### config.mk
export PLATFORM = sky130hd
export DESIGN_NAME = acfc_regs
export DESIGN_NICKNAME = d
export VERILOG_FILES = /design/src/core/acfc_pkg.sv /design/src/core/acfc_regs.sv
export SDC_FILE = /design/constraint.sdc
export NUM_CORES = 1
export LEC_CHECK = 0
export ABC_AREA = 1
export BUFFER_PORTS_ARGS = -buffer_cell sky130_fd_sc_hd__buf_2
export CORE_MARGIN = 1.5
export CORE_UTILIZATION = 47
export CTS_CLUSTER_DIAMETER = 50
export DETAILED_ROUTE_END_ITERATION = 6
export PLACE_DENSITY = 0.79
export SLEW_MARGIN = 10
export SYNTH_ARGS = -nofsm -noshare
export SYNTH_HDL_FRONTEND = slang
export SYNTH_SLANG_ARGS = --single-unit
export TNS_END_PERCENT = 5
### constraint.sdc
create_clock -name clk_i -period 2.77 [get_ports clk_i]
set_clock_uncertainty 0.2 [all_clocks]
set_input_delay 0.1385 -clock clk_i [delete_from_list [all_inputs] [get_ports clk_i]]
set_output_delay 0.1385 -clock clk_i [all_outputs]
set_load 0.1 [all_outputs]
### src/core/acfc_pkg.sv
// Package: offsets, reset values and types of the clamp and feedback config registers
package acfc_pkg;
   // Register offsets in the device's address space
   localparam logic [7:0] OFS_FEEDBACK = 8'h23;
   localparam logic [7:0] OFS_STEADY = 8'h24;
   localparam logic [7:0] OFS_BAT_A = 8'h25;
   localparam logic [7:0] OFS_BAT_B = 8'h26;
   localparam logic [7:0] OFS_RESON = 8'h27;
   localparam logic [7:0] OFS_STATUS = 8'h28;
   // Reset values
   localparam logic [7:0] RST_FEEDBACK = 8'h06;
   localparam logic [7:0] RST_STEADY = 8'h64;
   localparam logic [7:0] RST_BAT_A = 8'h80;
   localparam logic [7:0] RST_BAT_B = 8'h00;
   localparam logic [7:0] RST_RESON = 8'h10;
   // Field positions
   localparam int POS_LOOP_GAIN = 2;
   localparam int POS_MIN_FREQ = 7;
   localparam int POS_RESYNC = 6;
   localparam int POS_RESERVED = 5;
   // Back-EMF gain in hundredths, resonant then eccentric
   localparam logic [11:0] GAIN_RES_0 = 12'h1F4;
   localparam logic [11:0] GAIN_RES_1 = 12'h3E8;
   localparam logic [11:0] GAIN_RES_2 = 12'h7D0;
   localparam logic [11:0] GAIN_RES_3 = 12'hBB8;
   localparam logic [11:0] GAIN_ECC_0 = 12'h022;
   localparam logic [11:0] GAIN_ECC_1 = 12'h069;
   localparam logic [11:0] GAIN_ECC_2 = 12'h0B6;
   localparam logic [11:0] GAIN_ECC_3 = 12'h190;
   // Lowest resonance in Hz
   localparam logic [7:0] FREQ_HIGH_HZ = 8'h7D;
   localparam logic [7:0] FREQ_LOW_HZ = 8'h2D;

   typedef enum logic [1:0] {
      LOOP_VERY_SLOW = 2'b00,
      LOOP_SLOW = 2'b01,
      LOOP_FAST = 2'b10,
      LOOP_VERY_FAST = 2'b11
   } acfc_loop_type;

   typedef struct packed {
      logic [7:0] steady_output_limit;
      logic [7:0] low_battery_overdrive_limit_a;
      logic [7:0] low_battery_overdrive_limit_b;
      logic [1:0] backemf_amp_gain;
      logic [1:0] loop_gain;
      logic lowest_resonance_select;
      logic resync_timing_method;
      logic [4:0] drive_time;
   } acfc_cfg_type;
endpackage : acfc_pkg

### src/core/acfc_regs.sv
// Clamp and feedback configuration registers with APB slave and output-limit logic
// Summary of operation
// - Two-bit loop gain, very slow to very fast
// - Back-EMF gain bits 1:0, reset two
// - Gain decode differs by actuator mode
// - Calibration writes gain; software may overwrite
// - Steady clamp at 0x24, reset 100
// - Steady clamp only after overdrive ends
// - Output limit is lower of clamps
// - Battery clamp A at 0x25, reset 128
// - Battery clamps ignored during calibration, diagnostics
// - Battery clamp B at 0x26 overrides clamp A
// - Bit 7 selects 125 or 45 Hz
// - Bit 6 selects resync timing method
// - Drive time bits 4:0, reset 16
//
// Local design decision: the APB register port.
`timescale 1ns/1ps
module acfc_regs (
   // Clock and reset
   input wire logic clk_i,
   input wire logic rst_b_i,
   // APB slave
   input wire logic psel_i,
   input wire logic penable_i,
   input wire logic pwrite_i,
   input wire logic [11:0] paddr_i,
   input wire logic [31:0] pwdata_i,
   output logic [31:0] prdata_o,
   output logic pready_o,
   output logic pslverr_o,
   // Engine status
   input wire logic resonant_mode_i,
   input wire logic overdrive_active_i,
   input wire logic [7:0] overdrive_limit_i,
   input wire logic battery_threshold_a_i,
   input wire logic battery_threshold_b_i,
   input wire logic calibrating_i,
   input wire logic diagnosing_i,
   input wire logic cal_gain_valid_i,
   input wire logic [1:0] cal_gain_i,
   // Configuration to engines
   output acfc_pkg::acfc_cfg_type cfg_o,
   output logic [11:0] backemf_gain_x100_o,
   output logic [7:0] lowest_resonance_hz_o,
   output logic resync_from_drive_time_o,
   output logic [7:0] output_limit_o
);
   acfc_pkg::acfc_cfg_type cfg;
   acfc_pkg::acfc_cfg_type next_cfg;
   logic [31:0] prdata;
   logic [31:0] next_prdata;
   logic pready;
   logic next_pready;
   logic pslverr;
   logic next_pslverr;
   logic [11:0] gain_x100;
   logic [11:0] next_gain_x100;
   logic [7:0] freq_hz;
   logic [7:0] next_freq_hz;
   logic resync;
   logic next_resync;
   logic [7:0] limit;
   logic [7:0] next_limit;
   logic [7:0] bat_a_s1;
   logic [7:0] bat_a_s2;
   logic bat_b_s1;
   logic bat_b_s2;
   logic bat_a_s;
   logic bat_b_s;
   logic reserved_bit;
   logic next_reserved_bit;

   function automatic logic [7:0] min8(input logic [7:0] a, input logic [7:0] b);
      min8 = (a < b) ? a : b;
   endfunction : min8

   function automatic logic mapped(input logic [11:0] a);
      mapped = (a[11:10] == 2'b00) && (a[1:0] == 2'b00) &&
         (a[9:2] >= acfc_pkg::OFS_FEEDBACK) && (a[9:2] <= acfc_pkg::OFS_STATUS);
   endfunction : mapped

   // Battery comparator levels arrive from the analog side
   always_ff @(posedge clk_i)
   begin
      if (!rst_b_i)
      begin
         bat_a_s1 <= 8'h00;
         bat_a_s2 <= 8'h00;
         bat_b_s1 <= 1'b0;
         bat_b_s2 <= 1'b0;
      end
      else
      begin
         bat_a_s1 <= {7'h00, battery_threshold_a_i};
         bat_a_s2 <= bat_a_s1;
         bat_b_s1 <= battery_threshold_b_i;
         bat_b_s2 <= bat_b_s1;
      end
   end
   assign bat_a_s = bat_a_s2[0];
   assign bat_b_s = bat_b_s2;

   // Word addresses: the documented offsets are byte offsets of 8-bit registers
   always_comb
   begin
      logic [7:0] idx;
      logic acc;
      logic wr;
      idx = paddr_i[9:2];
      acc = psel_i && penable_i && !pready;
      // Write lands on the edge where the master samples pready high
      wr = psel_i && penable_i && pready && pwrite_i && mapped(paddr_i);
      next_cfg = cfg;
      next_reserved_bit = reserved_bit;
      next_pready = acc;
      next_pslverr = acc && !mapped(paddr_i);
      next_prdata = 32'h0000_0000;
      if (wr && idx == acfc_pkg::OFS_FEEDBACK)
      begin
         next_cfg.loop_gain = pwdata_i[acfc_pkg::POS_LOOP_GAIN +: 2];
         next_cfg.backemf_amp_gain = pwdata_i[1:0];
      end
      if (wr && idx == acfc_pkg::OFS_STEADY)
         next_cfg.steady_output_limit = pwdata_i[7:0];
      if (wr && idx == acfc_pkg::OFS_BAT_A)
         next_cfg.low_battery_overdrive_limit_a = pwdata_i[7:0];
      if (wr && idx == acfc_pkg::OFS_BAT_B)
         next_cfg.low_battery_overdrive_limit_b = pwdata_i[7:0];
      if (wr && idx == acfc_pkg::OFS_RESON)
      begin
         next_cfg.lowest_resonance_select = pwdata_i[acfc_pkg::POS_MIN_FREQ];
         next_cfg.resync_timing_method = pwdata_i[acfc_pkg::POS_RESYNC];
         next_reserved_bit = pwdata_i[acfc_pkg::POS_RESERVED];
         next_cfg.drive_time = pwdata_i[4:0];
      end
      // Calibration result beats a same-cycle software write: it is the newer fact
      if (cal_gain_valid_i)
         next_cfg.backemf_amp_gain = cal_gain_i;
      if (acc && !pwrite_i && mapped(paddr_i))
      begin
         unique case (idx)
            acfc_pkg::OFS_FEEDBACK:
               next_prdata[7:0] = {4'h0, cfg.loop_gain, cfg.backemf_amp_gain};
            acfc_pkg::OFS_STEADY: next_prdata[7:0] = cfg.steady_output_limit;
            acfc_pkg::OFS_BAT_A: next_prdata[7:0] = cfg.low_battery_overdrive_limit_a;
            acfc_pkg::OFS_BAT_B: next_prdata[7:0] = cfg.low_battery_overdrive_limit_b;
            acfc_pkg::OFS_RESON:
               next_prdata[7:0] = {cfg.lowest_resonance_select, cfg.resync_timing_method,
                  reserved_bit, cfg.drive_time};
            acfc_pkg::OFS_STATUS: next_prdata[7:0] = limit;
            default: next_prdata = 32'h0000_0000;
         endcase
      end
   end

   // Derived engine settings
   always_comb
   begin
      logic [7:0] od;
      od = overdrive_limit_i;
      unique case ({resonant_mode_i, cfg.backemf_amp_gain})
         3'b100: next_gain_x100 = acfc_pkg::GAIN_RES_0;
         3'b101: next_gain_x100 = acfc_pkg::GAIN_RES_1;
         3'b110: next_gain_x100 = acfc_pkg::GAIN_RES_2;
         3'b111: next_gain_x100 = acfc_pkg::GAIN_RES_3;
         3'b000: next_gain_x100 = acfc_pkg::GAIN_ECC_0;
         3'b001: next_gain_x100 = acfc_pkg::GAIN_ECC_1;
         3'b010: next_gain_x100 = acfc_pkg::GAIN_ECC_2;
         3'b011: next_gain_x100 = acfc_pkg::GAIN_ECC_3;
      endcase
      next_freq_hz = cfg.lowest_resonance_select ? acfc_pkg::FREQ_LOW_HZ :
         acfc_pkg::FREQ_HIGH_HZ;
      next_resync = cfg.resync_timing_method;
      if (!(calibrating_i || diagnosing_i))
      begin
         if (bat_b_s)
            od = cfg.low_battery_overdrive_limit_b;
         else if (bat_a_s)
            od = cfg.low_battery_overdrive_limit_a;
      end
      // Steady clamp is held off while overdrive runs
      next_limit = overdrive_active_i ? od : min8(cfg.steady_output_limit, od);
   end

   always_ff @(posedge clk_i)
   begin
      if (!rst_b_i)
      begin
         cfg <= '{steady_output_limit: acfc_pkg::RST_STEADY,
            low_battery_overdrive_limit_a: acfc_pkg::RST_BAT_A,
            low_battery_overdrive_limit_b: acfc_pkg::RST_BAT_B,
            backemf_amp_gain: acfc_pkg::RST_FEEDBACK[1:0],
            loop_gain: acfc_pkg::RST_FEEDBACK[3:2],
            lowest_resonance_select: acfc_pkg::RST_RESON[7],
            resync_timing_method: acfc_pkg::RST_RESON[6],
            drive_time: acfc_pkg::RST_RESON[4:0]};
         reserved_bit <= 1'b0;
         prdata <= 32'h0000_0000;
         pready <= 1'b0;
         pslverr <= 1'b0;
         gain_x100 <= acfc_pkg::GAIN_ECC_2;
         freq_hz <= acfc_pkg::FREQ_HIGH_HZ;
         resync <= 1'b0;
         limit <= 8'h00;
      end
      else
      begin
         cfg <= next_cfg;
         reserved_bit <= next_reserved_bit;
         prdata <= next_prdata;
         pready <= next_pready;
         pslverr <= next_pslverr;
         gain_x100 <= next_gain_x100;
         freq_hz <= next_freq_hz;
         resync <= next_resync;
         limit <= next_limit;
      end
   end

   assign prdata_o = prdata;
   assign pready_o = pready;
   assign pslverr_o = pslverr;
   assign cfg_o = cfg;
   assign backemf_gain_x100_o = gain_x100;
   assign lowest_resonance_hz_o = freq_hz;
   assign resync_from_drive_time_o = resync;
   assign output_limit_o = limit;

   property p_steady_reset;
      @(posedge clk_i) $rose(rst_b_i) |-> cfg.steady_output_limit == 8'h64;
   endproperty
   a_steady_reset: assert property (p_steady_reset) else $error("steady reset wrong");

   property p_bat_reset;
      @(posedge clk_i) $rose(rst_b_i) |->
         cfg.low_battery_overdrive_limit_a == 8'h80 && cfg.low_battery_overdrive_limit_b == 8'h00;
   endproperty
   a_bat_reset: assert property (p_bat_reset) else $error("battery reset wrong");

   property p_gain_reset;
      @(posedge clk_i) $rose(rst_b_i) |-> cfg.backemf_amp_gain == 2'h2 && cfg.drive_time == 5'h10;
   endproperty
   a_gain_reset: assert property (p_gain_reset) else $error("gain reset wrong");

   property p_cal_write;
      @(posedge clk_i) disable iff (!rst_b_i)
         cal_gain_valid_i |=> cfg.backemf_amp_gain == $past(cal_gain_i);
   endproperty
   a_cal_write: assert property (p_cal_write) else $error("calibration gain lost");

   property p_limit_min;
      @(posedge clk_i) disable iff (!rst_b_i)
         !overdrive_active_i |=> limit <= cfg.steady_output_limit || $past(cfg) != cfg;
   endproperty
   a_limit_min: assert property (p_limit_min) else $error("steady clamp exceeded");

   property p_overdrive_free;
      @(posedge clk_i) disable iff (!rst_b_i)
         overdrive_active_i && !bat_a_s && !bat_b_s |=> limit == $past(overdrive_limit_i);
   endproperty
   a_overdrive_free: assert property (p_overdrive_free) else $error("clamp during overdrive");

   property p_cal_ignores_bat;
      @(posedge clk_i) disable iff (!rst_b_i)
         overdrive_active_i && calibrating_i |=> limit == $past(overdrive_limit_i);
   endproperty
   a_cal_ignores_bat: assert property (p_cal_ignores_bat) else $error("battery clamp in cal");

   property p_bat_b;
      @(posedge clk_i) disable iff (!rst_b_i)
         overdrive_active_i && bat_b_s && !calibrating_i && !diagnosing_i
         |=> limit == $past(cfg.low_battery_overdrive_limit_b);
   endproperty
   a_bat_b: assert property (p_bat_b) else $error("battery clamp b not used");

   property p_freq;
      @(posedge clk_i) disable iff (!rst_b_i)
         ##1 freq_hz == ($past(cfg.lowest_resonance_select) ? 8'h2D : 8'h7D);
   endproperty
   a_freq: assert property (p_freq) else $error("frequency select wrong");

   property p_bat_a;
      @(posedge clk_i) disable iff (!rst_b_i)
         overdrive_active_i && bat_a_s && !bat_b_s && !calibrating_i && !diagnosing_i
         |=> limit == $past(cfg.low_battery_overdrive_limit_a);
   endproperty
   a_bat_a: assert property (p_bat_a) else $error("battery clamp a not used");

   property p_resync;
      @(posedge clk_i) disable iff (!rst_b_i)
         ##1 resync == $past(cfg.resync_timing_method);
   endproperty
   a_resync: assert property (p_resync) else $error("resync method wrong");

   property p_sw_gain;
      @(posedge clk_i) disable iff (!rst_b_i)
         psel_i && penable_i && pready && pwrite_i && paddr_i == 12'h08C && !cal_gain_valid_i
         |=> cfg.backemf_amp_gain == 2'($past(pwdata_i));
   endproperty
   a_sw_gain: assert property (p_sw_gain) else $error("software gain write lost");

   c_write: cover property (@(posedge clk_i) psel_i && penable_i && pwrite_i && pready);
   c_bat_b: cover property (@(posedge clk_i) bat_b_s && overdrive_active_i);
   c_cal: cover property (@(posedge clk_i) cal_gain_valid_i);
   c_cal_race: cover property (@(posedge clk_i)
      cal_gain_valid_i && psel_i && penable_i && pready && pwrite_i);
   c_reset_release: cover property (@(posedge clk_i) $rose(rst_b_i));
endmodule : acfc_regs

; ---- Word-level counts from Yosys, hierarchy flattened
; Memory sizes are Yosys's and may differ from the RTL's. A register that Yosys moved wholly into a read port is not among the register bits.
; Cells that the tools add are included.
; W data, S select, Z words.
[totals]
reg_bits = 91
rom_bits = 96
in_bits = 66
elab_cells = 64
mem_count = 1
[mem_list]
columns = name, words, word_bits, read_ports, rd_clocked_by_memory_dff, write_ports, line_no
row1 = (no name shown), 8, 12, 1, 1, 0, acfc_regs.sv:162  ; unique case ({resonant_mode_i, cfg.backemf_amp_gain})
[op_classes]
n_lt_le_gt_ge = 3
n_eq_ne = 6
muxes = 9
n_reduce_logical = 25
[ops]
columns = op, count
row1 = $eq A8 B6 Y1 const B, 6
row2 = $pmux W8 S6, 1
row3 = $mux W8, 5
row4 = $logic_and A1 B1 Y1, 16
row5 = $ge A8 B6 Y1 const B, 1
row6 = $le A8 B6 Y1 const B, 1
row7 = $lt A8 B8 Y1, 1
row8 = $mux W7, 1
row9 = $logic_not A1 Y1, 4
row10 = $logic_not A2 Y1, 2
row11 = $mux W4, 1
row12 = $mux W2, 1
row13 = $reduce_and A2 Y1, 1
row14 = $reduce_bool A2 Y1, 1
row15 = $logic_or A1 B1 Y1, 1

; ---- Longest topological paths before layout
; Gate-level depths: netlist (run 1).
[depth]
ltp_word = 8
ltp_mapped = 16
mapped_depth_nobuf = 15

; ---- Worst setup path before layout (run 1)
; No wires, ideal clock.
[synth_path]
path_type = register to register
startpoint = reg cfg, in the netlist cfg_o[16]
endpoint = reg limit[5], in the netlist output_limit_o[5]
t_arrival_ns = 2.607
slack_ns = -0.154
stages_incl_launch_ff = 12
n_path_buf = 1
synth_period_minus_slack_ns = 2.924
cell_sequence = dfxtp_1 inv_1 o21ai_0 o22ai_1 ha_1 a21oi_1 nor2_1 a2111oi_0 nand2_1 buf_2 nor2_1 nor2_1
[synth_via]
elab_chain_len = 5
[synth_lines]
columns = item, line_no
row1 = "start, declared", acfc_regs.sv:49  ; acfc_pkg::acfc_cfg_type cfg;
row2 = "start signal, assigned", acfc_regs.sv:190  ; cfg <= '{steady_output_limit: acfc_pkg::RST_STEADY,
row3 = "start signal, assigned", acfc_regs.sv:209  ; cfg <= next_cfg;
row4 = $mux W8 (*), acfc_regs.sv:177  ; if (bat_b_s)
row5 = $mux W8 (*), acfc_regs.sv:175  ; if (!(calibrating_i || diagnosing_i))
row6 = $lt A8 B8 Y1, acfc_regs.sv:75  ; min8 = (a < b) ? a : b;
row7 = $mux W8, acfc_regs.sv:75
row8 = $mux W8 (*), acfc_regs.sv:183  ; next_limit = overdrive_active_i ? od : min8(cfg.steady_output_limit, od);
row9 = "end signal, assigned", acfc_regs.sv:217  ; limit <= next_limit;
row10 = "end, declared", acfc_regs.sv:63  ; logic [7:0] limit;
; Mark *: on every way between the ends. The rest lies on a longest branch, timed or not.
; A chain may end at the register's enable or synchronous reset.

; ---- Worst setup path after layout (run 1)
[layout_path]
startpoint = reg bat_a_s2[0]
endpoint = reg limit[5], in the netlist output_limit_o[5]
[layout_via]
elab_chain_len = 6
[layout_lines]
columns = item, line_no
row1 = "start, declared", acfc_regs.sv:66  ; logic [7:0] bat_a_s2;
row2 = "start signal, assigned", acfc_regs.sv:96  ; bat_a_s2 <= bat_a_s1;
row3 = $mux W8 (*), acfc_regs.sv:179  ; else if (bat_a_s)
row4 = $mux W8 (*), acfc_regs.sv:177
row5 = $mux W8 (*), acfc_regs.sv:175
row6 = $lt A8 B8 Y1, acfc_regs.sv:75
row7 = $mux W8, acfc_regs.sv:75
row8 = $mux W8 (*), acfc_regs.sv:183
; Marks and branches as above.

==> impl_metrics.json, run 1 <==
{
  "leakagePower_nw": 2.465,
  "yosys-top-cells-area": "dfxtp_1 41%, nand2_1 15%, nor2_1 9.5%",
  "setup.worst_path.class": "reg2reg",
  "maxSlewHeadroom_pct": 57.88,
  "slowest_delay_ns": 0.34,
  "regArea_um2": 1451,
  "finalWeightedCongestion": 0.9275,
  "rows": 31,
  "crit_start": "bat_a_s2[0]",
  "ys_seq_area_share_pct": 40.81,
  "worst_slew_pin_slew_ns": 0.6299,
  "first_pass_iters": 7,
  "area_delta_synth_final_pct": 27.42,
  "core_um2": 7253,
  "yosysWarnings": 0,
  "cp-start-kind": "register",
  "power_switching_mw": 0.9405,
  "grt_pass1_wl_um": 15820,
  "hold_violations": 0,
  "clockBufferDepth": 2,
  "fin_util_pct": 62.05,
  "status": "finished, final reports clean",
  "wl_per_cell_um": 13.48,
  "clock.fmax_ghz": 0.4061,
  "required_ns": 2.87,
  "syn_area_um2": 3532,
  "dpl_cell_area_um2": 4093,
  "switching_share_pct": 38.45,
  "drv_slew": 0,
  "r2r_start": "bat_a_s2[0]",
  "cp_common_cell": "nand2_1",
  "ys_seq_elements": 72,
  "port-buffer-count": 109,
  "powerDensity_nw_per_um2": 543.6,
  "crit_fanout": 8,
  "comb_power_share_pct": 23.5,
  "yosys.area.top_type_share_pct": 40.81,
  "initial_core_util_pct": 48.70,
  "rsz0062_at_grt": "no",
  "nets": 721,
  "fin_crit_sh_pct": 88.90,
  "grt_max_degree": 53,
  "postRouteAntennaNets": 0,
  "setup_tns_ns": 0,
  "drive_above_1_share_pct": 24.35,
  "synth_area_leader_cell": "dfxtp_1",
  "ys_async_sr_fraction_pct": 0,
  "cts_made_buffers": 9,
  "htreeDepth": 3,
  "fin_area_um2": 4501,
  "post_cts_buffers": 0,
  "worstSetupEndpointType": "register",
  "drt_iter0_markers": 248,
  "p_seq_share_pct": 43.9,
  "grt_usage_pct": 26.33,
  "antenna_found_initial": 0,
  "ir_drop_uv": 240.8,
  "hpwl_um": 7596,
  "cts-root-buf": "clkbuf_8",
  "min_period_ns": 2.463,
  "dieWidth_um": 89.69,
  "dieArea_um2": 8044,
  "clkTransAtPathRegs_ns": 0.09,
  "cap_violations": 0,
  "multi_input_area_um2": 1658,
  "cts_tree": "yes",
  "final-setup-viol-count": 0,
  "clk_latency_ns": 0.36,
  "wl_um": 10130,
  "drc": 0,
  "synth.avg_cell_area_um2": 6.899,
  "path_cells": "inv_1 -> nand2_1 -> nand2_1 -> inv_1 -> o21ai_1 -> buf_4 -> ha_1 -> nand2_1 -> nor2_1 -> a2111oi_2 -> nand2_1 -> buf_4 -> nand2_1 -> nand2_1 -> nor2_1",
  "p_clk_share_pct": 32.5,
  "vias_per_cell": 4.932,
  "arrival_ns": 2.56,
  "num_antenna_cells": 0,
  "die_h_um": 89.69,
  "synth_edf_count": 0,
  "num_vias": 3709,
  "clock-sinks": 72,
  "io_pins": 164,
  "fin_ws_ns": 0.3074,
  "syn-instance-count": 512,
  "crit_path_top_delay_cell": "dfxtp_1",
  "hold_start": "overdrive_limit_i[6]",
  "final.fill_count": 676,
  "intPower_mw": 1.506,
  "grt-ovfl-total": 0,
  "synthFlopType": "dfxtp_1",
  "min_path_type": "in2reg",
  "grt_pass1_vias": 3339,
  "pre_cts_ws_ns": 0.1209,
  "synthDistinctLibCells": 32,
  "fin_hold_ws_ns": 0.01376
}
-- cell type report --
class	instances	share of cell area, %
clock buffer	9	2.752
clock inverter	7	1.362
inverter	63	5.254
multi-input combinational	360	36.84
sequential	72	32.25
tap	99	2.752
timing repair buffer	142	18.79
-- layout by cell type (no fill, tap or decap), types with 3 or more instances in the layout --
| cell | count |
|---|---|
| nand2_1 | 137 |
| o21ai_0 | 15 |
| ha_1 | 7 |
| conb_1 | 30 |
| a211oi_1 | 3 |
| o211ai_1 | 7 |
| nor3_1 | 5 |
| o22ai_1 | 11 |
| dlygate4sd3_1 | 21 |
| buf_2 | 109 |
| a21oi_1 | 13 |
| inv_1 | 61 |
| nand3_1 | 9 |
| buf_4 | 12 |
| dfxtp_2 | 8 |
| inv_6 | 3 |
| dfxtp_1 | 64 |
| nor2_1 | 89 |
| o21ai_1 | 4 |
| clkbuf_8 | 9 |
| nor2_2 | 5 |
| o2bb2ai_1 | 3 |
| nand4_1 | 10 |
-- worst max-delay path, delay by kind of cell, from the launching register on --
family	cells	cell delay [ns]
fa+ha+maj	1	0.31
compound gates	2	0.31
buf+inv	4	0.58
simple gates	8	0.65
flops	1	0.34
-- worst paths after layout --
| path | endpoint | slack [ns] | cells past startpoint |
|---|---|---|---|
| worst max register to register | output_limit_o[5] | 0.31 | 15 |
| worst max-delay path | output_limit_o[5] | 0.31 | 15 |
| worst min-delay path | output_limit_o[6] | 0.01 | 5 |
| worst min register to register | bat_b_s | 0.22 | 2 |
-- power by group through the flow --
stage          Combinational, mW  Sequential, mW  Clock, mW
4_1_cts                    0.569            1.07      0.806
3_3_place_gp               0.539            1.10          0
2_1_floorplan              0.304            1.27          0
5_1_grt                    0.608            1.08      0.870
3_5_place_dp               0.545            1.10          0
6_report                   0.576            1.07      0.796
-- sequential cells by signal (all words and copies together) (netlist names), 8 cells and up --
| name | count |
|---|---|
| backemf_gain_x100_o | 12 |
| cfg_o | 34 |
| output_limit_o | 8 |
| prdata_o | 8 |
-- per-layer routing --
metal  part of all wire, %  track usage, %
met2                    48           44.44
met5                     0               0
met3                   7.2           5.759
met1                    41           31.23
met4                   3.7           13.99
-- logic make-up after synthesis --
kind of cell	synth area share (%)
adder cells (fa/ha/maj)	2.480
buffers and inverters	15.59
other	0.2126
AND/OR/NAND/NOR	30.54
flip-flops	40.81
AO/OA/AOI/OAI	10.38
-- per-stage QoR --
step | cells | total power [mW]
global route | 752 | 2.555
global placement | 715 | 1.637
CTS | 752 | 2.449
floorplan | 540 | 1.574
finish | 752 | 2.446
detailed placement | 715 | 1.643
-- cells in the mapped netlist, types with 2 or more instances --
cell	instances
nand2_1	137
nor2_1	89
dfxtp_1	72
inv_1	62
buf_4	33
o21ai_0	17
a21oi_1	13
o22ai_1	12
nand4_1	10
nand3_1	9
ha_1	7
o211ai_1	7
buf_2	5
clkbuf_1	5
nor2_2	5
nor3_1	5
a211oi_1	3
o2bb2ai_1	3
a31oi_1	2
buf_6	2
conb_1	2
o21ai_1	2
-- timing repair --
item / in CTS / in global routing
endpoints found under the setup margin: 0 / 8
gates resized for setup: 0 / 6
hold endpoints to repair: 54 / 0
hold buffers: 21 / 0
Power figures use the tool's default switching activity.
==> inputs of run 2 (changes only) <==
--- a/config.mk
+++ b/config.mk
@@ -11,7 +11,8 @@
 export CORE_UTILIZATION = 47
 export CTS_CLUSTER_DIAMETER = 50
 export DETAILED_ROUTE_END_ITERATION = 6
-export PLACE_DENSITY = 0.79
+export HOLD_SLACK_MARGIN = 0.06
+export PLACE_DENSITY = 0.87
 export SLEW_MARGIN = 10
 export SYNTH_ARGS = -nofsm -noshare
 export SYNTH_HDL_FRONTEND = slang
==> run 2 against run 1 <==
Net effect:
- fmax shrank 9.7%
- combinational power grew 0.9%
- register-to-register slack lost 0.13 ns
- critical path depth shrank 6
- largest cell class unchanged
==> impl_metrics.json, run 2 (same netlist as run 1, synthesis figures left out) <==
{
  "crit_fanout": 3,
  "dieArea_um2": 8044,
  "rows": 31,
  "nets": 732,
  "hold_violations": 0,
  "first_pass_iters": 5,
  "die_h_um": 89.69,
  "wl_per_cell_um": 13.28,
  "whs_path_depth": 6,
  "dieWidth_um": 89.69,
  "clkTransAtPathRegs_ns": 0.08,
  "grt_max_degree": 53,
  "io_pins": 164,
  "hpwl_um": 7391,
  "report.power.total_mw": 2.475,
  "fin_util_pct": 63.60,
  "setup.worst_path.class": "in2reg",
  "cap_violations": 0,
  "r2r_start": "pready_o",
  "grt_pass1_wl_um": 15860,
  "reg2reg_to": "cfg_o[9]",
  "postRouteAntennaNets": 0,
  "grt_usage_pct": 26.14,
  "required_ns": 2.80,
  "antenna_found_initial": 0,
  "num_antenna_cells": 0,
  "leakagePower_nw": 2.509,
  "area_delta_synth_final_pct": 30.61,
  "htreeDepth": 3,
  "finalWeightedCongestion": 0.9195,
  "clk_latency_ns": 0.35,
  "wl_um": 10120,
  "fin_crit_sh_pct": 98.46,
  "min_period_ns": 2.727,
  "worstHoldEndpoint": "output_limit_o[5]",
  "clockBufferDepth": 2,
  "arrival_ns": 2.76,
  "ir_drop_uv": 310.1,
  "grt-ovfl-total": 0,
  "worstSetupEndpointType": "register",
  "reg2regPathDepth": 8,
  "worst_slew_pin_slew_ns": 0.6375,
  "maxSlewHeadroom_pct": 57.38,
  "cp-start-kind": "input pin",
  "cts-root-buf": "clkbuf_8",
  "num_vias": 3727,
  "drive_above_1_share_pct": 23.68,
  "port-buffer-count": 109,
  "layout_commonest_cell": "nand2_1",
  "rsz0062_at_grt": "yes",
  "cts_made_buffers": 9,
  "clock-sinks": 72,
  "drc": 0,
  "drv_slew": 0,
  "rrSetupSlack_ns": 0.18,
  "drt_iter0_markers": 286,
  "powerDensity_nw_per_um2": 536.4,
  "min_path_type": "in2reg",
  "core_um2": 7253,
  "status": "finished, final reports clean",
  "hold_start": "overdrive_active_i",
  "final-setup-viol-count": 0,
  "grt_pass1_vias": 3476,
  "vias_per_cell": 4.891,
  "multi_input_area_um2": 1650,
  "clock.fmax_ghz": 0.3667,
  "largest_reg_flops": 34,
  "regArea_um2": 1451,
  "initial_core_util_pct": 48.70,
  "final.fill_count": 673,
  "final_cell_mix": "137 x nand2_1, 109 x buf_2, 89 x nor2_1",
  "cts_tree": "yes"
}
-- run 2: layout make-up --
class | instances | area share [%]
repair buffers | 153 | 20.72
inverters | 63 | 5.126
flip-flops and latches | 72 | 31.46
clock inverters | 5 | 1.248
multi-input cells | 360 | 35.77
well taps | 99 | 2.685
clock buffers | 10 | 2.983
-- run 2: critical path, stage by stage --
cell and delay, ns:
dlygate4sd3_1 0.53, buf_2 0.13, nand2_1 0.07, dlygate4sd3_1 0.57
nand2_1 0.08, a21oi_2 0.10, dlygate4sd3_1 0.55, nor2_1 0.05
dlygate4sd3_1 0.55
-- run 2: worst max-delay path by stage --
stage / from / endpoint / slack [ns] / depth (start not counted)
after floorplan: cfg_o[14] / output_limit_o[1] / 0.06 / 14
after global placement: diagnosing_i / output_limit_o[6] / 0.29 / 14
after detailed placement: diagnosing_i / output_limit_o[7] / 0.20 / 14
after CTS: penable_i / cfg_o[9] / 0.06 / 10
after global routing: cal_gain_valid_i / cfg_o[9] / -0.008 / 9
final: cal_gain_valid_i / cfg_o[9] / 0.04 / 9
-- run 2: where the power goes --
group | switching [mW] | leakage (nW) | internal (mW) | total, mW
clock | 0.387 | 0.0904 | 0.433 | 0.820
sequential | 0.0127 | 0.590 | 1.06 | 1.07
combinational | 0.472 | 1.83 | 0.109 | 0.581
-- run 2: timing repair --
item	4_1_cts	5_1_grt
setup endpoints to repair	0	9
gates resized for setup	0	5
setup buffers	0	4
hold endpoints to repair	68	0
hold buffers	32	0
-- run 2: through the flow --
stage	hold WS (ns)	instances	TNS [ns]	cell area [µm²]	setup WS, ns
2_1_floorplan	0.03613	540	0	3647	0.06051
3_3_place_gp	0.1201	711	0	4063	0.2856
3_5_place_dp	0.1275	711	0	4063	0.2035
4_1_cts	0.1227	758	0	4578	0.06421
5_1_grt	0.1615	762	-0.008159	4613	-0.008159
6_report	0.1218	762	0	4613	0.04274
-- run 2: per-layer routing --
| metal | up-vias | part of all wire [%] | GRT usage, % |
|---|---|---|---|
| met5 | - | 0 | 0 |
| li1 | 1834 | - | - |
| met1 | 1671 | 39 | 31.02 |
| met4 | 0 | 3.0 | 10.77 |
| met3 | 27 | 9.1 | 4.570 |
| met2 | 195 | 48 | 46.47 |
